## src/common/cca_pkg.sv

```systemverilog
// Constants for the calendar clock access block.
// Assumes a 32-bit AHB-Lite slave with byte-wide registers on word addresses.
package cca_pkg;
    // ------------------------------------------------------------------
    // Register byte offsets
    // ------------------------------------------------------------------
    localparam logic [7:0] CFG_OFF    = 8'h00;
    localparam logic [7:0] UNLOCK_OFF = 8'h04;
    localparam logic [7:0] VALH_OFF   = 8'h08;
    localparam logic [7:0] VALL_OFF   = 8'h0c;
    localparam logic [7:0] ACFG_OFF   = 8'h10;
    localparam logic [7:0] ALH_OFF    = 8'h14;
    localparam logic [7:0] ALL_OFF    = 8'h18;
    // ------------------------------------------------------------------
    // Field positions and reset values
    // ------------------------------------------------------------------
    localparam int         CFG_EN_BIT   = 7;
    localparam int         CFG_WREN_BIT = 5;
    localparam int         CFG_SYNC_BIT = 4;
    localparam int         CFG_HALF_BIT = 3;
    localparam logic [1:0] PTR_RST      = 2'h0;
    localparam logic [1:0] PTR_MINUTE_SECOND_PAIR   = 2'h0;
    localparam logic [1:0] PTR_WDHR     = 2'h1;
    localparam logic [1:0] PTR_MODAY    = 2'h2;
    localparam logic [1:0] PTR_YEAR     = 2'h3;
    localparam logic [7:0] UNLOCK_KEY1  = 8'h55;
    localparam logic [7:0] UNLOCK_KEY2  = 8'haa;
    // ------------------------------------------------------------------
    // Calendar fields: load vector index, limits, reset values
    // ------------------------------------------------------------------
    localparam int         FLD_SEC   = 0;
    localparam int         FLD_MIN   = 1;
    localparam int         FLD_HOUR  = 2;
    localparam int         FLD_WDAY  = 3;
    localparam int         FLD_DAY   = 4;
    localparam int         FLD_MONTH = 5;
    localparam int         FLD_YEAR  = 6;
    localparam int         FLD_NUM   = 7;
    localparam logic [7:0] SEC_MAX   = 8'h3b;
    localparam logic [7:0] HOUR_MAX  = 8'h17;
    localparam logic [7:0] WDAY_MAX  = 8'h06;
    localparam logic [7:0] MONTH_MAX = 8'h0c;
    localparam logic [7:0] FEB       = 8'h02;
    localparam logic [7:0] YEAR_MAX  = 8'h63;
    localparam logic [7:0] ZERO_RST  = 8'h00;
    localparam logic [7:0] ONE_RST   = 8'h01;
    // ------------------------------------------------------------------
    // Timing
    // ------------------------------------------------------------------
    localparam int CLK_PERIOD_NS    = 10;
    localparam int HALF_SEC_NS      = 500_000_000;
    localparam int HALF_SEC_CYCLES  = HALF_SEC_NS / CLK_PERIOD_NS;
    localparam int SYNC_LEAD_CYCLES = 32;
endpackage : cca_pkg

```

## src/hdl/cca_unlock.sv

```systemverilog
// Two-byte unlock sequence tracker for the time write enable.
// Assumes one strobe per completed bus write, with its byte and target.
module cca_unlock
    import cca_pkg::*;
(
    // Clock and reset
    input  wire logic       hclk,
    input  wire logic       hresetn,
    // Write stream
    input  wire logic       wr_take,
    input  wire logic       wr_unlock,
    input  wire logic [7:0] wr_byte,
    // Result
    output logic            armed
);
    // ------------------------------------------------------------------
    // Sequence state
    // ------------------------------------------------------------------
    typedef enum logic [1:0] {UNL_IDLE, UNL_GOT1, UNL_ARMED} cca_unl_t;
    cca_unl_t state_ff;
    cca_unl_t nxt_state;

    wire key1 = wr_unlock & (wr_byte == UNLOCK_KEY1);
    wire key2 = wr_unlock & (wr_byte == UNLOCK_KEY2);

    // Any other write, the arming write included, drops the window
    assign nxt_state = !wr_take                   ? state_ff  :
                       key1                       ? UNL_GOT1  :
                       (key2 && state_ff == UNL_GOT1) ? UNL_ARMED : UNL_IDLE;
    assign armed = (state_ff == UNL_ARMED);

    always_ff @(posedge hclk or negedge hresetn) begin
        if (!hresetn) state_ff <= UNL_IDLE;
        else          state_ff <= nxt_state;
    end

    property p_arm;
        @(posedge hclk) disable iff (!hresetn)
        (wr_take && key2 && state_ff == UNL_GOT1) |=> armed;
    endproperty
    a_arm: assert property (p_arm) else $error("unlock not armed after key pair");

    property p_one_slot;
        @(posedge hclk) disable iff (!hresetn)
        (armed && wr_take) |=> !armed;
    endproperty
    a_one_slot: assert property (p_one_slot) else $error("unlock window too long");
endmodule : cca_unlock

```

## src/hdl/cca_calendar.sv

```systemverilog
// Binary calendar counter with per-field loads.
// Assumes a one-cycle seconds tick and one-hot field load strobes.
module cca_calendar
    import cca_pkg::*;
(
    // Clock and reset
    input  wire logic               hclk,
    input  wire logic               hresetn,
    // Control
    input  wire logic               sec_tick,
    input  wire logic [FLD_NUM-1:0] ld,
    input  wire logic [7:0]         ld_data,
    // Time fields
    output logic [7:0]              fld [FLD_NUM]
);
    logic [7:0] fld_ff  [FLD_NUM];
    logic [7:0] nxt_fld [FLD_NUM];
    logic [7:0] lo      [FLD_NUM];
    logic [7:0] dim;
    logic [FLD_NUM-1:0] inc;
    logic [FLD_NUM-1:0] wrap;

    // Leap years are those divisible by four
    assign dim = (fld_ff[FLD_MONTH] == FEB) ? ((fld_ff[FLD_YEAR][1:0] == 2'h0) ? 8'h1d : 8'h1c) :
                 (fld_ff[FLD_MONTH] == 8'h04 || fld_ff[FLD_MONTH] == 8'h06 ||
                  fld_ff[FLD_MONTH] == 8'h09 || fld_ff[FLD_MONTH] == 8'h0b) ? 8'h1e : 8'h1f;

    // Carry chain keeps running while other fields are loaded
    assign wrap[FLD_SEC]   = fld_ff[FLD_SEC] >= SEC_MAX;
    assign wrap[FLD_MIN]   = fld_ff[FLD_MIN] >= SEC_MAX;
    assign wrap[FLD_HOUR]  = fld_ff[FLD_HOUR] >= HOUR_MAX;
    assign wrap[FLD_WDAY]  = fld_ff[FLD_WDAY] >= WDAY_MAX;
    assign wrap[FLD_DAY]   = fld_ff[FLD_DAY] >= dim;
    assign wrap[FLD_MONTH] = fld_ff[FLD_MONTH] >= MONTH_MAX;
    assign wrap[FLD_YEAR]  = fld_ff[FLD_YEAR] >= YEAR_MAX;
    assign inc[FLD_SEC]    = sec_tick;
    assign inc[FLD_MIN]    = inc[FLD_SEC] & wrap[FLD_SEC];
    assign inc[FLD_HOUR]   = inc[FLD_MIN] & wrap[FLD_MIN];
    assign inc[FLD_WDAY]   = inc[FLD_HOUR] & wrap[FLD_HOUR];
    assign inc[FLD_DAY]    = inc[FLD_WDAY];
    assign inc[FLD_MONTH]  = inc[FLD_DAY] & wrap[FLD_DAY];
    assign inc[FLD_YEAR]   = inc[FLD_MONTH] & wrap[FLD_MONTH];

    for (genvar i = 0; i < FLD_NUM; i++) begin : g_fld
        assign lo[i] = (i == FLD_DAY || i == FLD_MONTH) ? ONE_RST : ZERO_RST;
        // Load wins over a same-cycle increment
        assign nxt_fld[i] = ld[i]  ? ld_data :
                            inc[i] ? (wrap[i] ? lo[i] : 8'(fld_ff[i] + 8'h01)) : fld_ff[i];
        assign fld[i] = fld_ff[i];
        always_ff @(posedge hclk or negedge hresetn) begin
            if (!hresetn) fld_ff[i] <= (i == FLD_DAY || i == FLD_MONTH) ? ONE_RST : ZERO_RST;
            else          fld_ff[i] <= nxt_fld[i];
        end
    end

    property p_load;
        @(posedge hclk) disable iff (!hresetn)
        ld[FLD_SEC] |=> fld_ff[FLD_SEC] == $past(ld_data);
    endproperty
    a_load: assert property (p_load) else $error("loaded seconds not kept");

    property p_feb;
        @(posedge hclk) disable iff (!hresetn)
        (inc[FLD_MONTH] && fld_ff[FLD_MONTH] == FEB) |->
            fld_ff[FLD_DAY] == ((fld_ff[FLD_YEAR][1:0] == 2'h0) ? 8'h1d : 8'h1c);
    endproperty
    a_feb: assert property (p_feb) else $error("wrong February length");
endmodule : cca_calendar

```

## src/hdl/cca_clock_access.sv

```systemverilog
// Calendar clock access: AHB-Lite register slave, prescaler and windows.
// Assumes a single AHB-Lite master, word transfers, and one clock domain.
//
// Notes on behaviour
// - Seconds through year fields are all writable by software.
// - Counting resumes from the values that software wrote.
// - Calendar runs only while config bit 7 is set.
// - Counting continues while software adjusts the time fields.
// - Any minute/second pair write resets the divider to zero; only a seconds write clears the half stage.
// - A time write lands at the end of its own data phase.
// - Config bit 4 low means access is safe from rollover.
// - Half-second field is read-only, cleared by writing seconds.
// - Time writes take effect only while config bit 5 is set.
// - Bit 5 sets only right after writing 55h then AAh to unlock.
// - Config bits 1:0 select the pair shown in the value windows.
// - Each high value window access decrements the pointer, stopping at 00.
// - Pointer 00 min/sec, 01 wday/hour, 10 month/day, 11 none/year.
// - Alarm config bits 1:0 select the pair in the alarm windows.
// - Each high alarm window access decrements the alarm pointer to 00.
// - Years divisible by four give February 29 days, else 28.
//
// The placing of the registers and the AHB-Lite slave port are this design's own decisions.
module cca_clock_access
    import cca_pkg::*;
#(
    parameter int HALF_CYCLES = HALF_SEC_CYCLES,
    parameter int SYNC_LEAD   = SYNC_LEAD_CYCLES
) (
    // Clock and reset
    input  wire logic        hclk,
    input  wire logic        hresetn,
    // AHB-Lite address phase
    input  wire logic        hsel,
    input  wire logic [31:0] haddr,
    input  wire logic [1:0]  htrans,
    input  wire logic        hwrite,
    input  wire logic [2:0]  hsize,
    input  wire logic        hready,
    // AHB-Lite data phase
    input  wire logic [31:0] hwdata,
    output logic [31:0]      hrdata,
    output logic             hreadyout,
    output logic             hresp
);
    localparam int DIV_W = $clog2(HALF_CYCLES + 1);
    localparam logic [DIV_W-1:0] DIV_LAST = DIV_W'(HALF_CYCLES - 1);
    localparam logic [DIV_W-1:0] SYNC_AT  = DIV_W'(HALF_CYCLES - 1 - SYNC_LEAD);
    localparam int ALM_NUM = 6;

    // ------------------------------------------------------------------
    // Helper functions
    // ------------------------------------------------------------------
    function automatic logic [1:0] dec_ptr(input logic [1:0] p);
        dec_ptr = (p == PTR_MINUTE_SECOND_PAIR) ? PTR_MINUTE_SECOND_PAIR : 2'(p - 2'h1);
    endfunction : dec_ptr

    function automatic logic is_reg(input logic [31:0] a, input logic [7:0] off);
        is_reg = (a[31:8] == 24'h000000) && (a[7:0] == off);
    endfunction : is_reg

    // ------------------------------------------------------------------
    // State
    // ------------------------------------------------------------------
    logic             dp_wr_ff;
    logic [31:0]      dp_addr_ff;
    logic [31:0]      hrdata_ff;
    logic             hreadyout_ff;
    logic             en_ff;
    logic             wren_ff;
    logic [1:0]       ptr_ff;
    logic [1:0]       aptr_ff;
    logic [DIV_W-1:0] div_ff;
    logic             half_ff;
    logic             sync_ff;
    logic [7:0]       alm_ff [ALM_NUM];
    logic [7:0]       fld [FLD_NUM];
    logic             armed;

    // ------------------------------------------------------------------
    // Bus phases
    // ------------------------------------------------------------------
    wire       ap_take = hsel & hready & htrans[1];
    wire       rd_take = ap_take & ~hwrite;
    wire       wr_take = dp_wr_ff;
    wire [7:0] wd      = hwdata[7:0];

    wire wr_cfg    = wr_take & is_reg(dp_addr_ff, CFG_OFF);
    wire wr_unlock = wr_take & is_reg(dp_addr_ff, UNLOCK_OFF);
    wire wr_valh   = wr_take & is_reg(dp_addr_ff, VALH_OFF);
    wire wr_vall   = wr_take & is_reg(dp_addr_ff, VALL_OFF);
    wire wr_acfg   = wr_take & is_reg(dp_addr_ff, ACFG_OFF);
    wire wr_alh    = wr_take & is_reg(dp_addr_ff, ALH_OFF);
    wire wr_all    = wr_take & is_reg(dp_addr_ff, ALL_OFF);

    wire rd_cfg    = rd_take & is_reg(haddr, CFG_OFF);
    wire rd_valh   = rd_take & is_reg(haddr, VALH_OFF);
    wire rd_vall   = rd_take & is_reg(haddr, VALL_OFF);
    wire rd_acfg   = rd_take & is_reg(haddr, ACFG_OFF);
    wire rd_alh    = rd_take & is_reg(haddr, ALH_OFF);
    wire rd_all    = rd_take & is_reg(haddr, ALL_OFF);

    always_ff @(posedge hclk or negedge hresetn) begin
        if (!hresetn) begin
            dp_wr_ff   <= 1'b0;
            dp_addr_ff <= 32'h00000000;
        end else begin
            dp_wr_ff   <= ap_take & hwrite;
            dp_addr_ff <= ap_take ? haddr : dp_addr_ff;
        end
    end

    // ------------------------------------------------------------------
    // Unlock sequence
    // ------------------------------------------------------------------
    cca_unlock u_unlock (
        .hclk      (hclk),
        .hresetn   (hresetn),
        .wr_take   (wr_take),
        .wr_unlock (wr_unlock),
        .wr_byte   (wd),
        .armed     (armed)
    );

    // ------------------------------------------------------------------
    // Configuration
    // ------------------------------------------------------------------
    wire       nxt_en   = wr_cfg ? wd[CFG_EN_BIT] : en_ff;
    // Clearing is always allowed, setting needs the armed slot
    wire       nxt_wren = wr_cfg ? (wd[CFG_WREN_BIT] & (wren_ff | armed)) : wren_ff;

    always_ff @(posedge hclk or negedge hresetn) begin
        if (!hresetn) begin
            en_ff   <= 1'b0;
            wren_ff <= 1'b0;
        end else begin
            en_ff   <= nxt_en;
            wren_ff <= nxt_wren;
        end
    end

    // ------------------------------------------------------------------
    // Window pointers
    // ------------------------------------------------------------------
    wire       val_hi_acc = rd_valh | wr_valh;
    wire       alm_hi_acc = rd_alh | wr_alh;
    wire [1:0] nxt_ptr    = wr_cfg     ? wd[1:0]         :
                            val_hi_acc ? dec_ptr(ptr_ff) : ptr_ff;
    wire [1:0] nxt_aptr   = wr_acfg    ? wd[1:0]          :
                            alm_hi_acc ? dec_ptr(aptr_ff) : aptr_ff;

    always_ff @(posedge hclk or negedge hresetn) begin
        if (!hresetn) begin
            ptr_ff  <= PTR_RST;
            aptr_ff <= PTR_RST;
        end else begin
            ptr_ff  <= nxt_ptr;
            aptr_ff <= nxt_aptr;
        end
    end

    // ------------------------------------------------------------------
    // Time field loads
    // ------------------------------------------------------------------
    wire tw_h = wr_valh & wren_ff;
    wire tw_l = wr_vall & wren_ff;
    wire [FLD_NUM-1:0] ld;

    assign ld[FLD_MIN]   = tw_h & (ptr_ff == PTR_MINUTE_SECOND_PAIR);
    assign ld[FLD_WDAY]  = tw_h & (ptr_ff == PTR_WDHR);
    assign ld[FLD_MONTH] = tw_h & (ptr_ff == PTR_MODAY);
    assign ld[FLD_SEC]   = tw_l & (ptr_ff == PTR_MINUTE_SECOND_PAIR);
    assign ld[FLD_HOUR]  = tw_l & (ptr_ff == PTR_WDHR);
    assign ld[FLD_DAY]   = tw_l & (ptr_ff == PTR_MODAY);
    assign ld[FLD_YEAR]  = tw_l & (ptr_ff == PTR_YEAR);

    wire minute_second_pair_wr = ld[FLD_MIN] | ld[FLD_SEC];

    // ------------------------------------------------------------------
    // Prescalers: cycle divider and half-second stage
    // ------------------------------------------------------------------
    wire div_end  = en_ff & (div_ff == DIV_LAST);
    wire sec_tick = div_end & half_ff;
    wire [DIV_W-1:0] nxt_div = minute_second_pair_wr ? '0 :
                               !en_ff    ? div_ff :
                               div_end   ? '0 : DIV_W'(div_ff + 1'b1);
    // Half stage clears on a seconds write only; minutes restart the divider
    wire sec_wr   = ld[FLD_SEC];
    wire nxt_half = sec_wr    ? 1'b0 :
                    minute_second_pair_wr ? half_ff :
                    div_end   ? ~half_ff : half_ff;
    // Flag rises ahead of each seconds rollover except one in the first cycle after enabling
    wire nxt_sync = en_ff & half_ff & (div_ff >= SYNC_AT) & ~minute_second_pair_wr;

    always_ff @(posedge hclk or negedge hresetn) begin
        if (!hresetn) begin
            div_ff  <= '0;
            half_ff <= 1'b0;
            sync_ff <= 1'b0;
        end else begin
            div_ff  <= nxt_div;
            half_ff <= nxt_half;
            sync_ff <= nxt_sync;
        end
    end

    // ------------------------------------------------------------------
    // Calendar counter
    // ------------------------------------------------------------------
    cca_calendar u_calendar (
        .hclk     (hclk),
        .hresetn  (hresetn),
        .sec_tick (sec_tick),
        .ld       (ld),
        .ld_data  (wd),
        .fld      (fld)
    );

    // ------------------------------------------------------------------
    // Alarm storage, indexed by pointer and half
    // ------------------------------------------------------------------
    wire [2:0] alm_wr_idx = {aptr_ff, wr_alh};
    wire       alm_wr     = (wr_alh | wr_all) & (alm_wr_idx < 3'(ALM_NUM));

    for (genvar i = 0; i < ALM_NUM; i++) begin : g_alm
        always_ff @(posedge hclk or negedge hresetn) begin
            if (!hresetn) alm_ff[i] <= ZERO_RST;
            else if (alm_wr && alm_wr_idx == 3'(i)) alm_ff[i] <= wd;
        end
    end

    // ------------------------------------------------------------------
    // Read multiplexer
    // ------------------------------------------------------------------
    wire [7:0] valh_byte = (ptr_ff == PTR_MINUTE_SECOND_PAIR) ? fld[FLD_MIN]   :
                           (ptr_ff == PTR_WDHR)   ? fld[FLD_WDAY]  :
                           (ptr_ff == PTR_MODAY)  ? fld[FLD_MONTH] : 8'h00;
    wire [7:0] vall_byte = (ptr_ff == PTR_MINUTE_SECOND_PAIR) ? fld[FLD_SEC]   :
                           (ptr_ff == PTR_WDHR)   ? fld[FLD_HOUR]  :
                           (ptr_ff == PTR_MODAY)  ? fld[FLD_DAY]   : fld[FLD_YEAR];
    wire [2:0] alh_idx   = {aptr_ff, 1'b1};
    wire [2:0] all_idx   = {aptr_ff, 1'b0};
    wire [7:0] alh_byte  = (alh_idx < 3'(ALM_NUM)) ? alm_ff[alh_idx] : 8'h00;
    wire [7:0] all_byte  = (all_idx < 3'(ALM_NUM)) ? alm_ff[all_idx] : 8'h00;
    wire [7:0] cfg_byte  = {en_ff, 1'b0, wren_ff, sync_ff, half_ff, 1'b0, ptr_ff};
    wire [7:0] rd_byte   = rd_cfg  ? cfg_byte           :
                           rd_valh ? valh_byte          :
                           rd_vall ? vall_byte          :
                           rd_acfg ? {6'h00, aptr_ff}   :
                           rd_alh  ? alh_byte           :
                           rd_all  ? all_byte           : 8'h00;

    // ------------------------------------------------------------------
    // Bus outputs
    // ------------------------------------------------------------------
    always_ff @(posedge hclk or negedge hresetn) begin
        if (!hresetn) begin
            hrdata_ff    <= 32'h00000000;
            hreadyout_ff <= 1'b0;
        end else begin
            hrdata_ff    <= rd_take ? {24'h000000, rd_byte} : hrdata_ff;
            hreadyout_ff <= 1'b1;
        end
    end

    assign hrdata    = hrdata_ff;
    assign hreadyout = hreadyout_ff;
    assign hresp     = 1'b0;

    // ------------------------------------------------------------------
    // Checks
    // ------------------------------------------------------------------
    property p_ptr_dec;
        @(posedge hclk) disable iff (!hresetn)
        (val_hi_acc && !wr_cfg && ptr_ff != PTR_MINUTE_SECOND_PAIR) |=> ptr_ff == 2'($past(ptr_ff) - 2'h1);
    endproperty
    a_ptr_dec: assert property (p_ptr_dec) else $error("value pointer did not step");

    property p_ptr_sat;
        @(posedge hclk) disable iff (!hresetn)
        (val_hi_acc && !wr_cfg && ptr_ff == PTR_MINUTE_SECOND_PAIR) |=> ptr_ff == PTR_MINUTE_SECOND_PAIR;
    endproperty
    a_ptr_sat: assert property (p_ptr_sat) else $error("value pointer left 00");

    property p_aptr_dec;
        @(posedge hclk) disable iff (!hresetn)
        (alm_hi_acc && !wr_acfg) |=> aptr_ff == dec_ptr($past(aptr_ff));
    endproperty
    a_aptr_dec: assert property (p_aptr_dec) else $error("alarm pointer did not step");

    property p_wren_set;
        @(posedge hclk) disable iff (!hresetn)
        $rose(wren_ff) |-> $past(armed) && $past(wr_cfg);
    endproperty
    a_wren_set: assert property (p_wren_set) else $error("write enable set unarmed");

    property p_locked;
        @(posedge hclk) disable iff (!hresetn)
        (ld != '0) |-> wren_ff && wr_take;
    endproperty
    a_locked: assert property (p_locked) else $error("time load while locked");

    property p_prescale;
        @(posedge hclk) disable iff (!hresetn)
        minute_second_pair_wr |=> div_ff == '0 && !sync_ff;
    endproperty
    a_prescale: assert property (p_prescale) else $error("prescalers not cleared");

    property p_half_clr;
        @(posedge hclk) disable iff (!hresetn)
        sec_wr |=> !half_ff;
    endproperty
    a_half_clr: assert property (p_half_clr) else $error("half second not cleared");

    property p_half_keep;
        @(posedge hclk) disable iff (!hresetn)
        (ld[FLD_MIN] && !sec_wr) |=> half_ff == $past(half_ff);
    endproperty
    a_half_keep: assert property (p_half_keep) else $error("half second moved on minutes");

    property p_wr_dropped;
        @(posedge hclk) disable iff (!hresetn)
        (wr_vall && !wren_ff && !sec_tick) |=> fld[FLD_SEC] == $past(fld[FLD_SEC]);
    endproperty
    a_wr_dropped: assert property (p_wr_dropped) else $error("locked write changed seconds");

    property p_year_window;
        @(posedge hclk) disable iff (!hresetn)
        (rd_vall && ptr_ff == PTR_YEAR) |=> hrdata_ff[7:0] == $past(fld[FLD_YEAR]);
    endproperty
    a_year_window: assert property (p_year_window) else $error("year window wrong");

    property p_ptr_load;
        @(posedge hclk) disable iff (!hresetn)
        wr_cfg |=> ptr_ff == $past(wd[1:0]);
    endproperty
    a_ptr_load: assert property (p_ptr_load) else $error("value pointer not loaded");

    property p_stopped;
        @(posedge hclk) disable iff (!hresetn)
        !en_ff |-> !sec_tick ##1 (div_ff == $past(div_ff) || $past(minute_second_pair_wr) || $past(wr_cfg));
    endproperty
    a_stopped: assert property (p_stopped) else $error("counting while disabled");

    property p_sync;
        @(posedge hclk) disable iff (!hresetn)
        (sec_tick && $past(en_ff) && $past(half_ff)) |-> sync_ff;
    endproperty
    a_sync: assert property (p_sync) else $error("rollover without sync flag");
endmodule : cca_clock_access

```

## config.mk

```make
export PLATFORM = sky130hd
export DESIGN_NAME = cca_clock_access
export DESIGN_NICKNAME = d
export VERILOG_FILES = /design/src/common/cca_pkg.sv /design/src/hdl/cca_unlock.sv /design/src/hdl/cca_calendar.sv /design/src/hdl/cca_clock_access.sv
export SDC_FILE = /design/constraint.sdc
export NUM_CORES = 1
export LEC_CHECK = 0
export ABC_CLOCK_PERIOD_IN_PS = 3500
export BUFFER_PORTS_ARGS = -buffer_cell sky130_fd_sc_hd__buf_2
export CORE_ASPECT_RATIO = 1.75
export CORE_MARGIN = 2
export CORE_UTILIZATION = 60
export CTS_BUF_LIST = sky130_fd_sc_hd__clkbuf_16
export DETAILED_ROUTE_END_ITERATION = 10
export GPL_TIMING_DRIVEN = 0
export MAX_ROUTING_LAYER = met4
export PLACE_DENSITY_LB_ADDON = 0.2
export SLEW_MARGIN = 20
export SYNTH_ARGS = -nofsm -noshare
export SYNTH_HDL_FRONTEND = slang
export SYNTH_SLANG_ARGS = --single-unit
```

## constraint.sdc

```tcl
create_clock -name hclk -period 3.5 [get_ports hclk]
set_clock_uncertainty 0.1 [all_clocks]
set_input_delay 0.35 -clock hclk [delete_from_list [all_inputs] [get_ports hclk]]
set_output_delay 0.35 -clock hclk [all_outputs]
set_load 0.01 [all_outputs]
```

# ---- Yosys cells after proc, flatten, opt, wreduce, memory -nomap -nowiden
# Index checks and enable logic that the tools add are counted.
dict set report classes {
  magnitude_cmp 13
  n_bitwise 50
  eq_ne 30
  n_mux 58
  add_sub_neg 10
  reduce_logical 43
}
# cell n
set op_table {}
lappend op_table {{8-bit 2-to-1 mux} 40}
lappend op_table {{26-bit 2-to-1 mux} 3}
lappend op_table {{8-bit by 1-bit adder with 8-bit output (second input constant)} 7}
lappend op_table {{8-bit binary-select mux with 3-bit select} 2}
lappend op_table {{8-bit by 4-bit == test with 1-bit output (second input constant)} 6}
lappend op_table {{8-bit by 5-bit == test with 1-bit output (second input constant)} 6}
lappend op_table {{24-bit logical NOT} 2}
lappend op_table {{1-bit bitwise AND} 40}
lappend op_table {{26-bit by 1-bit adder with 26-bit output (second input constant)} 1}
lappend op_table {{26-bit == test (second input constant)} 1}
lappend op_table {{26-bit greater-or-equal comparator (second input constant)} 1}
lappend op_table {{8-bit by 3-bit == test with 1-bit output (second input constant)} 3}
lappend op_table {{2-bit nonzero test} 11}
lappend op_table {{1-bit logical AND} 20}
lappend op_table {{8-bit by 6-bit greater-or-equal comparator with 1-bit output (second input constant)} 2}
lappend op_table {{8-bit logical NOT} 2}
lappend op_table {{2-bit 2-to-1 mux} 8}
lappend op_table {{3-bit less-than comparator (second input constant)} 3}
lappend op_table {{8-bit by 2-bit == test with 1-bit output (second input constant)} 1}
lappend op_table {{8-bit by 7-bit == test with 1-bit output (second input constant)} 1}
lappend op_table {{8-bit == test (second input constant)} 1}
lappend op_table {{4-bit greater-or-equal comparator (second input constant)} 2}
lappend op_table {{8-bit by 3-bit greater-or-equal comparator with 1-bit output (second input constant)} 1}
lappend op_table {{8-bit by 4-bit greater-or-equal comparator with 1-bit output (second input constant)} 1}
lappend op_table {{other kinds (18)} 39}
dict set report totals {
  register_bits 182
  out_inout_bits 34
}

# ---- Depth between registers and ports, before layout
# Gate-level depths: netlist of run 1.
dict set report logic_depth {
  word_depth 11
  mapped_depth 13
  mapped_depth_nobuf 12
}

# ---- Modules after synthesis
# From an unflattened synthesis of run 1, not the netlist that was laid out.
dict set report hier_totals {
  cells_unflattened 1019
  hier_area_um2 10269.8
}
# mod seq_area_each_um2 instances cells_each area_per_inst_um2
set by_module_without_submodules {}
lappend by_module_without_submodules {cca_clock_access 3103.0 1 620 6847.8}
lappend by_module_without_submodules {cca_calendar 1403.8 1 385 3278.1}
lappend by_module_without_submodules {cca_unlock 50.0 1 14 143.9}

# ---- Worst setup path before layout of run 1
# Ideal clock, no wire load.
dict set report synth_timing {
  kind {register to register}
  from {register u_calendar.fld_ff (netlist bit u_calendar.fld[13])}
  to {register u_calendar.fld_ff (netlist bit u_calendar.fld[4])}
  stages_incl_launch_ff 11
  n_path_buf 1
  slack_ps 457
  synth_period_minus_slack_ps 3043
  arrival_time_ps 2861
  setup_ps 82
  cell_sequence {dfrtp_1 > nor4_1 > nand4_1 > ha_1 > nand2b_1 > a21oi_1 > o21ai_1 > nand4_2 > buf_6 > or4_1 > a31oi_1}
}
dict set report synth_between {
  elab_chain_len 10
}
# item line
set synth_lines {}
lappend synth_lines {{start: declaration} cca_calendar.sv:16} ;# logic [7:0] fld_ff [FLD_NUM];
lappend synth_lines {{start signal: indexed assignment} cca_calendar.sv:51} ;# if (!hresetn) fld_ff[i] <= (i == FLD_DAY || i == FLD_MONTH) ? ONE_RST : ZERO_RST;
lappend synth_lines {{start signal: indexed assignment} cca_calendar.sv:52} ;# else fld_ff[i] <= nxt_fld[i];
lappend synth_lines {{8-bit by 3-bit == test with 1-bit output} cca_calendar.sv:25} ;# (fld_ff[FLD_MONTH] == 8'h04 || fld_ff[FLD_MONTH] == 8'h06 ||
lappend synth_lines {{1-bit logical OR (2 in series)} cca_calendar.sv:25}
lappend synth_lines {{1-bit logical OR} cca_calendar.sv:26} ;# fld_ff[FLD_MONTH] == 8'h09 || fld_ff[FLD_MONTH] == 8'h0b) ? 8'h1e : 8'h1f;
lappend synth_lines {{1-bit 2-to-1 mux} cca_calendar.sv:26}
lappend synth_lines {{8-bit 2-to-1 mux} cca_calendar.sv:24} ;# assign dim = (fld_ff[FLD_MONTH] == FEB) ? ((fld_ff[FLD_YEAR][1:0] == 2'h0) ? 8'h1d : 8'h1c) :
lappend synth_lines {{8-bit greater-or-equal comparator} cca_calendar.sv:33} ;# assign wrap[FLD_DAY] = fld_ff[FLD_DAY] >= dim;
lappend synth_lines {{1-bit bitwise AND} cca_calendar.sv:41} ;# assign inc[FLD_MONTH] = inc[FLD_DAY] & wrap[FLD_DAY];
lappend synth_lines {{1-bit bitwise AND *} cca_calendar.sv:42} ;# assign inc[FLD_YEAR] = inc[FLD_MONTH] & wrap[FLD_MONTH];
lappend synth_lines {{2-bit nonzero test (no source line) *} -}
# Every way passes the cells marked *; elsewhere a longest branch is shown, timed or not.
# A chain may end at the register's enable or synchronous reset.

# ---- Final worst setup path of run 1
dict set report layout_timing {
  from {register dp_addr_ff[28]}
  to {register ptr_ff[0]}
}
dict set report layout_between {
  elab_chain_len 5
}
# item line
set layout_lines {}
lappend layout_lines {{start: declaration} cca_clock_access.sv:65} ;# logic [31:0] dp_addr_ff;
lappend layout_lines {{start signal: assignment} cca_clock_access.sv:108} ;# dp_addr_ff <= ap_take ? haddr : dp_addr_ff;
lappend layout_lines {{24-bit logical NOT *} cca_clock_access.sv:58} ;# is_reg = (a[31:8] == 24'h000000) && (a[7:0] == off);
lappend layout_lines {{1-bit logical AND} cca_clock_access.sv:58}
lappend layout_lines {{1-bit bitwise AND} cca_clock_access.sv:89} ;# wire wr_valh = wr_take & is_reg(dp_addr_ff, VALH_OFF);
lappend layout_lines {{1-bit OR} cca_clock_access.sv:144} ;# wire val_hi_acc = rd_valh | wr_valh;
lappend layout_lines {{2-bit nonzero test (no source line)} -}
lappend layout_lines {{end signal: assignment} cca_clock_access.sv:156} ;# ptr_ff <= nxt_ptr;
lappend layout_lines {{end: declaration} cca_clock_access.sv:70} ;# logic [1:0] ptr_ff;
# Marks and branches as above.

==> out/metrics.yaml, run 1 <==
r2r_cells: 7
tightest_slew_ns: 1.11
vias: 8748
routabilityCongestion: 0.993
required_ns: 3.73
cp_max_fo: 7
yosys.area_share.adder: 0.0185
dp_hpwl_um: 22500
synth-compound-area-share: 0.135
grt_overflow_total: 0
synthArstFlopShare: 1.00
port_buffers: 54
worstSetupPathType: "reg -> reg"
synth_top_family_by_area: "simple AND/OR/NAND/NOR gates"
startpoint: "dp_addr_ff[28]$_DFFE_PN0P_"
antenna_found_initial: 0
drt.antenna.violating_nets: 0
firstDrtPassIters: 6
multi_input_area_mm2: 0.00515
clkTransAtPathRegs_ns: 0.07
min_path_type: "in -> reg"
synth-seq-cells: 182
ys_warn_count: 0
rsz0062_at_grt: "false"
die-area_mm2: 0.0180
avgSynthCellArea_um2: 9.69
holdWs_ns: 0.0558
reg2reg_from: "dp_addr_ff[28]$_DFFE_PN0P_"
drive_gt1_frac: 0.201
path_cells: "nor4_1, nand4_1, nor3_1, and3_1, clkbuf_1, mux2_2, mux2_2"
post_cts_buffers: 0
muxShareOfSynthArea: 0.137
worstSetupStartpointType: "flop"
syn_area_mm2: 0.0102
antenna_cells: 0
synthSimpleGateAreaFrac: 0.193
die_h_um: 176
io-pin-count: 108
viasPerCell: 6.30
clock_sinks: 182
area_growth_pct: 12.7
initial_utilization: 0.605
wl_um: 29900
numCtsBuffers: 17
status: "finished, final reports clean"
setup_tns_ns: 0
grt_pass1_wl_um: 46400
synth_cell_type_count: 70
nNetsFinal: 1237
maxCapViolCount: 0
fill_cells: 1335
first_global_vias: 8718
slew_viol_final: 0
rows: 63
final_cell_mix: "dfrtp_1 (180), nand2_1 (93), mux2_2 (84)"
synthFlopType: "dfrtp_1"
root_buffer: "clkbuf_16"
core_mm2: 0.0168
clockBufferDepth: 2
seq_area_mm2: 0.00456
final_core_util: 0.682
final_hold_viol_count: 0
reg2reg_setup_slack_ns: 0.17
cts_tree: "done"
period_needed_ns: 3.33
drc: 0
critPathCapture: "ptr_ff[0]$_DFFE_PN0P_"
synth_xor_xnor_area_share: 0.0129
relSlewSlack: 0.252
synth_edf_count: 0
critical_path_arrival_ns: 3.57
grt_usage: 0.353
wl_per_cell_um: 21.5
rr_endpoint: "ptr_ff[0]$_DFFE_PN0P_"
clock_latency_ns: 0.44
ir_worst_vdd_uv: 304
seq_area_frac_synth: 0.449
leakage_uw: 0.00474
crit_slowest_cell: "nor3_1"
max_freq_mhz: 300
die_x_um: 102
dp_slack_ns: -0.223
setup_slack_ns: 0.167
cp_common_cell: "mux2_2"
min_period_over_period: 0.952
syn_inst: 1048
end_kind: "flop"
power.density_mw_per_mm2: 416
drtIter0Drc: 752
layoutNonFillerInstCount: 1388
cp_slowest_stage_delay_ns: 0.84
grt_max_degree: 93
final_common_cell: "dfrtp_1"
finalSetupViolCount: 0
post-place-cells: 1355
h-tree-depth: 4
## timing repair
item                                   in CTS  in global routing
hold buffers                                1                  0
resized for setup                           1                  2
setup endpoints to repair                   6                  3
endpoints found under the hold margin      91                  0
## routing by layer
layer,part of all wire,track usage,routed length (µm)
met1,0.36,0.382,10600
met2,0.51,0.584,15300
met3,0.050,0.0582,1500
met4,0.082,0.237,2440
met5,0,-,0
## flip-flops by register name (all words and copies together), names as in the netlist, 2 cells and up
| name | cells |
|---|---|
| u_calendar.fld | 56 |
| alm_ff | 48 |
| dp_addr_ff | 32 |
| div_ff | 26 |
| hrdata | 8 |
| aptr_ff | 2 |
| ptr_ff | 2 |
| u_unlock.state_ff | 2 |
## worst min path at each step
| stage | startpoint | to | cells after the start |
|---|---|---|---|
| 2_1_floorplan | hresetn | alm_ff[0]$_DFFE_PN0P_ | 0 |
| 3_3_place_gp | hrdata[6]$_DFFE_PN0P_ | hrdata[6]$_DFFE_PN0P_ | 2 |
| 3_5_place_dp | hresetn | alm_ff[18]$_DFFE_PN0P_ | 1 |
| 4_1_cts | haddr[22] | dp_addr_ff[22]$_DFFE_PN0P_ | 2 |
| 5_1_grt | haddr[21] | dp_addr_ff[21]$_DFFE_PN0P_ | 2 |
| 6_report | haddr[22] | dp_addr_ff[22]$_DFFE_PN0P_ | 2 |
## synthesized netlist by cell type, types with 3 or more instances
| master | number | area [µm²] |
|---|---|---|
| nor2b_1 | 6 | 37.5 |
| nand3_1 | 43 | 215 |
| a31oi_1 | 19 | 119 |
| nand2_1 | 93 | 349 |
| o21ai_0 | 60 | 300 |
| dfrtp_1 | 180 | 4500 |
| buf_4 | 25 | 188 |
| nand3b_1 | 4 | 30.0 |
| a22o_1 | 6 | 52.6 |
| and3_1 | 14 | 87.6 |
| a311oi_1 | 4 | 35.0 |
| o22ai_1 | 4 | 25.0 |
| ha_1 | 15 | 188 |
| o21a_1 | 7 | 52.6 |
| a22oi_1 | 9 | 67.6 |
| buf_1 | 3 | 11.3 |
| and2_1 | 6 | 37.5 |
| buf_2 | 10 | 50.1 |
| a21boi_0 | 3 | 22.5 |
| o2bb2ai_1 | 5 | 43.8 |
| or3_1 | 13 | 81.3 |
| or2_2 | 3 | 18.8 |
| o211ai_1 | 8 | 60.1 |
| mux2_2 | 84 | 946 |
| mux4_2 | 7 | 158 |
| xor2_1 | 13 | 114 |
| nor3_1 | 27 | 135 |
| a221o_1 | 3 | 30.0 |
| o31ai_1 | 6 | 45.0 |
| o2111ai_1 | 5 | 43.8 |
| o21ai_1 | 18 | 90.1 |
| inv_1 | 33 | 124 |
| a21oi_1 | 47 | 235 |
| or4_1 | 9 | 67.6 |
| nand4_1 | 24 | 150 |
| nor2_1 | 81 | 304 |
| nor4_1 | 26 | 163 |
| clkbuf_1 | 45 | 169 |
| and4_1 | 6 | 52.6 |
| mux2i_1 | 29 | 290 |
## where the power goes
group          internal (µW)  leakage (µW)  switching, µW
clock network            982      0.000266            875
registers               2260       0.00211            138
logic                    223       0.00236            283
total                   3460       0.00474           1300
## kinds of logic after synthesis
| family | Yosys count |
|---|---|
| fa+ha+maj | 15 |
| buf+inv | 117 |
| xor+xnor | 15 |
| simple gates | 376 |
| compound gates | 221 |
| flops | 182 |
| mux | 120 |
| other cells | 2 |
## stage by stage
stage | total power [µW] | area [µm²]
finish | 4760 | 11400
global route | 4930 | 11400
floorplan | 2710 | 10200
detailed placement | 2930 | 10900
global placement | 2890 | 10800
CTS | 4760 | 11400
## cell type report
type / count / share of cell area
Tap cell: 227 / 0.0248
Timing Repair Buffer: 57 / 0.0302
Clock buffer: 17 / 0.0372
Clock inverter: 15 / 0.0114
Multi-Input combinational cell: 773 / 0.450
Inverter: 33 / 0.0108
Sequential cell: 182 / 0.398
Buffer: 84 / 0.0375
## critical path, delay by kind of cell, from the launching register on
kind | cells | cell delay (ns)
buffers and inverters | 1 | 0.30
multiplexers | 2 | 0.63
flip-flops | 1 | 0.40
AND/OR/NAND/NOR | 4 | 1.81
(Power assumes the default switching activity.)
==> run 2: changes to the inputs <==
--- a/config.mk
+++ b/config.mk
@@ -7,12 +7,13 @@
 export LEC_CHECK = 0
 export ABC_CLOCK_PERIOD_IN_PS = 3500
 export BUFFER_PORTS_ARGS = -buffer_cell sky130_fd_sc_hd__buf_2
-export CORE_ASPECT_RATIO = 1.75
+export CORE_ASPECT_RATIO = 1.4
 export CORE_MARGIN = 2
 export CORE_UTILIZATION = 60
 export CTS_BUF_LIST = sky130_fd_sc_hd__clkbuf_16
 export DETAILED_ROUTE_END_ITERATION = 10
 export GPL_TIMING_DRIVEN = 0
+export HOLD_SLACK_MARGIN = 0.05
 export MAX_ROUTING_LAYER = met4
 export PLACE_DENSITY_LB_ADDON = 0.2
 export SLEW_MARGIN = 20
==> out/metrics.yaml, run 2 (synthesized netlist as in run 1, its figures left out) <==
cp_common_cell: "ha_1"
post-place-cells: 1330  # -1.8%
grt_overflow_total: 0  # unchanged
rsz0062_at_grt: "false"
port_buffers: 54  # unchanged
setup_tns_ns: 0  # unchanged
cp_num_cells: 12  # +5
antenna_cells: 0  # unchanged
dp_hpwl_um: 21100  # -6.2%
required_ns: 3.76  # +0.03 ns
leakage_uw: 0.00482  # +1.5%
drtIter0Drc: 865  # +15%
path_buf_inv: 2  # +1
power.density_mw_per_mm2: 424  # +1.9%
viasPerCell: 6.46  # +2.5%
final_common_cell: "dfrtp_1"
relSlewSlack: 0.382  # +0.129
rr_endpoint: "u_calendar.fld[4]$_DFFE_PN0P_"
final_cell_mix: "dfrtp_1 (180), nand2_1 (93), mux2_2 (84)"
grt_pass1_wl_um: 45500  # -2.0%
vias: 8873  # +1.4%
largest_reg_flops: 56  # unchanged
nNetsFinal: 1247  # +0.81%
wl_per_cell_um: 21.2  # -1.3%
drive_gt1_frac: 0.201  # about the same
critPathCapture: "u_calendar.fld[4]$_DFFE_PN0P_"
max_freq_mhz: 306  # +1.8%
startpoint: "u_calendar.fld[8]$_DFFE_PN1P_"
core_mm2: 0.0167  # -0.68%
finalSetupViolCount: 0  # unchanged
cts_tree: "done"
grt_max_degree: 94  # +1.1%
die_h_um: 158  # -10%
root_buffer: "clkbuf_16"
finalInstanceArea_mm2: 0.0116  # +1.1%
r2r_cells: 12  # +5
worstSetupPathType: "reg -> reg"
reg2reg_setup_slack_ns: 0.23  # +0.06 ns
rows: 56  # -11%
layoutNonFillerInstCount: 1374  # -1.0%
ir_worst_vdd_uv: 374  # +23%
area_growth_pct: 14.0
final_core_util: 0.694  # +0.0124
setup_slack_ns: 0.228  # +0.0603 ns
drt.antenna.violating_nets: 0  # unchanged
clock_latency_ns: 0.45  # about the same
clkTransAtPathRegs_ns: 0.08  # about the same
h-tree-depth: 4  # unchanged
critical_path_arrival_ns: 3.54  # -0.03 ns
cp_top_family: "simple AND/OR/NAND/NOR gates"
numCtsBuffers: 17  # unchanged
antenna_found_initial: 0  # unchanged
die-area_mm2: 0.0180  # -0.15%
firstDrtPassIters: 8  # +2
cp_max_fo: 10  # +3
tightest_slew_ns: 0.928  # -0.186 ns
placed_area_mm2: 0.0108  # -0.53%
grt_usage: 0.340  # -0.0128
io-pin-count: 108  # unchanged
wl_um: 29200  # -2.3%
dp_slack_ns: -0.151  # +0.0728 ns
reg2reg_from: "u_calendar.fld[8]$_DFFE_PN1P_"
die_x_um: 114  # +11%
min_period_over_period: 0.935  # -0.0172
min_path_type: "in -> reg"
initial_utilization: 0.609  # +0.00413
maxCapViolCount: 0  # unchanged
period_needed_ns: 3.27  # -0.0603 ns
final_hold_viol_count: 0  # unchanged
drc: 0  # unchanged
clock_sinks: 182  # unchanged
first_global_vias: 8436  # -3.2%
clockBufferDepth: 2  # unchanged
worstSetupStartpointType: "flop"
path_cells: "inv_1, ha_1, or3_1, nand4_1, ha_1, nand2b_1, a21oi_1, o21ai_2, nand4_2, buf_6, or4_1, a31oi_1"
post_cts_buffers: 0  # unchanged
hold_depth: 2  # unchanged
end_kind: "flop"
crit_slowest_cell: "dfstp_2"
cp_slowest_stage_delay_ns: 0.63  # -0.21 ns
routabilityCongestion: 1.01  # +1.6%
status: "finished, final reports clean"
slew_viol_final: 0  # unchanged
run 2: worst min path at each step:
stage | to | slack (ns) | from
2_1_floorplan | alm_ff[0]$_DFFE_PN0P_ | -0.05 | hresetn
3_3_place_gp | hrdata[4]$_DFFE_PN0P_ | 0.37 | sync_ff$_DFF_PN0_
3_5_place_dp | u_calendar.fld[2]$_DFFE_PN0P_ | 0.32 | hresetn
4_1_cts | dp_addr_ff[24]$_DFFE_PN0P_ | 0.05 | haddr[24]
5_1_grt | dp_addr_ff[31]$_DFFE_PN0P_ | 0.06 | haddr[31]
6_report | dp_addr_ff[15]$_DFFE_PN0P_ | 0.06 | haddr[15]
run 2: what timing repair did:
action	4_1_cts	5_1_grt
endpoints found under the setup margin	4	4
gates resized for setup	1	2
pin swaps	0	0
endpoints found under the hold margin	102	0
hold buffers	12	0
run 2: power by group:
part | leakage [µW] | internal (µW) | switching [µW]
registers | 0.00211 | 2260 | 132
clock network | 0.000304 | 1040 | 976
logic | 0.00240 | 227 | 274
run 2: per-stage QoR:
| step | power [µW] | hold slack (ns) |
|---|---|---|
| finish | 4900 | 0.0561 |
| detailed placement | 2910 | 0.325 |
| global placement | 2880 | 0.367 |
| floorplan | 2710 | -0.0456 |
| global route | 5070 | 0.0589 |
| CTS | 4900 | 0.0526 |
run 2: per-layer routing:
layer	up-vias	GRT usage	wire, µm
met5	-	-	0
met4	0	0.193	1760
met3	122	0.0498	1640
met2	388	0.561	14500
met1	4341	0.399	11300
li1	4022	-	-
run 2: layout make-up:
class                      instances  area (µm²)
multi-input combinational        773        5160
fill                            1309        5100
sequential                       182        4560
buffer                            84         429
timing repair buffer              67         428
clock buffer                      17         425
tap                              203         254
clock inverter                    15         200
inverter                          33         124
run 2: worst reg2reg max path, delay by kind of cell, from the launching register on:
kind	cells	cell delay [ns]
AO/OA/AOI/OAI	3	0.61
adder cells (fa/ha/maj)	2	0.35
buffers and inverters	2	0.31
flip-flops	1	0.63
AND/OR/NAND/NOR	5	1.19
==> run 3: changes to the inputs <==
--- a/config.mk
+++ b/config.mk
@@ -8,8 +8,8 @@
 export ABC_CLOCK_PERIOD_IN_PS = 3500
 export BUFFER_PORTS_ARGS = -buffer_cell sky130_fd_sc_hd__buf_2
 export CORE_ASPECT_RATIO = 1.4
-export CORE_MARGIN = 2
-export CORE_UTILIZATION = 60
+export CORE_MARGIN = 3
+export CORE_UTILIZATION = 50
 export CTS_BUF_LIST = sky130_fd_sc_hd__clkbuf_16
 export DETAILED_ROUTE_END_ITERATION = 10
 export GPL_TIMING_DRIVEN = 0
==> out/metrics.yaml, run 3 (synthesized netlist as in run 1, its figures left out) <==
tightest_slew_ns: 1.01  # +0.0837 ns
root_buffer: "clkbuf_16"
die_h_um: 175  # +11%
p_switching_uw: 1370  # -0.57%
die-area_mm2: 0.0221  # +23%
rsz0062_at_grt: "false"
first_global_vias: 8393  # -0.51%
period_needed_ns: 3.17  # -0.0978 ns
viasPerCell: 6.09  # -5.7%
required_ns: 3.75  # about the same
grt_max_degree: 99  # +5.3%
max_freq_mhz: 315  # +3.1%
critical_path_arrival_ns: 3.43  # -0.11 ns
numCtsBuffers: 17  # unchanged
nNetsFinal: 1243  # -0.32%
firstDrtPassIters: 5  # -3
slew_viol_final: 0  # unchanged
swShare: 0.285  # +0.00308
drt.antenna.violating_nets: 0  # unchanged
setup_tns_ns: 0  # unchanged
worstSetupPathType: "reg -> reg"
fill_cells: 1748  # +34%
min_path_type: "in -> reg"
area_growth_pct: 14.0  # about the same
final_common_cell: "dfrtp_1"
drive_gt1_frac: 0.200  # -0.00103
layoutNonFillerInstCount: 1419  # +3.3%
die_x_um: 126  # +11%
core_mm2: 0.0199  # +19%
clockBufferDepth: 2  # unchanged
routabilityCongestion: 0.962  # -4.6%
ir_worst_vdd_uv: 426  # +14%
pwr-share-seq: 0.495  # +0.008
drtIter0Drc: 839  # -3.0%
maxCapViolCount: 0  # unchanged
relSlewSlack: 0.321  # -0.0603
end_kind: "flop"
grt_overflow_total: 0  # unchanged
cp_max_fo: 10  # unchanged
h-tree-depth: 4  # unchanged
worstSetupStartpointType: "flop"
final_core_util: 0.581  # -0.113
grt_usage: 0.273  # -0.0669
wl_per_cell_um: 20.6  # -3.2%
clkTransAtPathRegs_ns: 0.08  # about the same
min_period_over_period: 0.907  # -0.0279
finalPower_uw: 4820  # -1.6%
io-pin-count: 108  # unchanged
power.density_mw_per_mm2: 417  # -1.6%
largest_reg_flops: 56  # unchanged
status: "finished, final reports clean"
leakage_uw: 0.00479  # -0.64%
internal-power_uw: 3450  # -2.1%
antenna_found_initial: 0  # unchanged
drc: 0  # unchanged
setup_slack_ns: 0.325  # +0.0978 ns
clkPwrFrac: 0.402  # -0.009
wl_um: 29200  # about the same
grt_pass1_wl_um: 46300  # +1.8%
cts_tree: "done"
vias: 8640  # -2.6%
final_cell_mix: "dfrtp_1 (180), nand2_1 (93), mux2_2 (84)"
clock_sinks: 182  # unchanged
final_hold_viol_count: 0  # unchanged
post-place-cells: 1379  # +3.7%
finalSetupViolCount: 0  # unchanged
comb_power_share: 0.103  # about the same
clock_latency_ns: 0.44  # about the same
antenna_cells: 0  # unchanged
dp_slack_ns: 0.0184  # +0.169 ns
rows: 61  # +8.9%
initial_utilization: 0.510  # -0.0992
dp_hpwl_um: 21500  # +1.8%
port_buffers: 54  # unchanged
==> run 3: path summary, 6_finish.rpt <==
path                                               start                             end  slack [ns]  cells past startpoint
max in group asynchronous                        hresetn  u_calendar.fld[14]$_DFFE_PN0P_        1.99                      3
max                        u_calendar.fld[8]$_DFFE_PN1P_   u_calendar.fld[4]$_DFFE_PN0P_        0.33                     12
min reg2reg                        hrdata[2]$_DFFE_PN0P_           hrdata[2]$_DFFE_PN0P_        0.38                      2
min in group asynchronous                        hresetn  u_calendar.fld[32]$_DFFE_PN0P_        0.41                      2
max reg2reg                u_calendar.fld[8]$_DFFE_PN1P_   u_calendar.fld[4]$_DFFE_PN0P_        0.33                     12
min                                            haddr[31]      dp_addr_ff[31]$_DFFE_PN0P_        0.06                      2
==> run 3: timing repair <==
action,CTS,global route
endpoints found under the hold margin,89,0
hold buffers,8,0
gates resized for setup,1,1
endpoints found under the setup margin,1,2
buffers inserted,0,0
==> run 3: metrics by stage <==
stage	hold slack, ns	instance area, µm²
after global routing	0.0576	11600
after CTS	0.0535	11600
after detailed placement	0.306	10900
final	0.0603	11600
after floorplan	-0.0456	10200
after global placement	0.367	10800
==> run 3: critical path, stage by stage, from the launching register on <==
cell      delay, ns
dfstp_2        0.59
inv_1          0.10
ha_1           0.23
or3_1          0.34
nand4_1        0.09
ha_1           0.12
nand2b_1       0.09
a21oi_1        0.09
o21ai_2        0.29
nand4_2        0.21
buf_6          0.19
or4_1          0.47
a31oi_1        0.18
==> run 3: final cells by class <==
cell class / count / area (µm²) / share of cell area
clock inverter: 15 / 181 / 0.0157
clock buffer: 17 / 425 / 0.0368
timing repair buffer: 63 / 388 / 0.0335
tap: 252 / 315 / 0.0272
multi-input combinational: 773 / 5150 / 0.445
sequential: 182 / 4560 / 0.394
inverter: 33 / 124 / 0.0107
buffer: 84 / 429 / 0.0371
==> run 3: power by group through the flow <==
| stage | Clock, µW | Sequential, µW | Combinational (µW) |
|---|---|---|---|
| floorplan | 0 | 2390 | 323 |
| global placement | 0 | 2420 | 471 |
| detailed placement | 0 | 2430 | 488 |
| CTS | 1970 | 2380 | 498 |
| global route | 2050 | 2410 | 560 |
| finish | 1940 | 2390 | 498 |
==> run 3: per-layer routing <==
metal,routed length [µm],part of all wire,track usage,vias up
met1,11800,0.41,0.332,4251
met4,1450,0.050,0.128,0
met5,0,0,-,-
met2,14600,0.50,0.452,307
li1,-,-,-,4001
met3,1310,0.045,0.0358,81
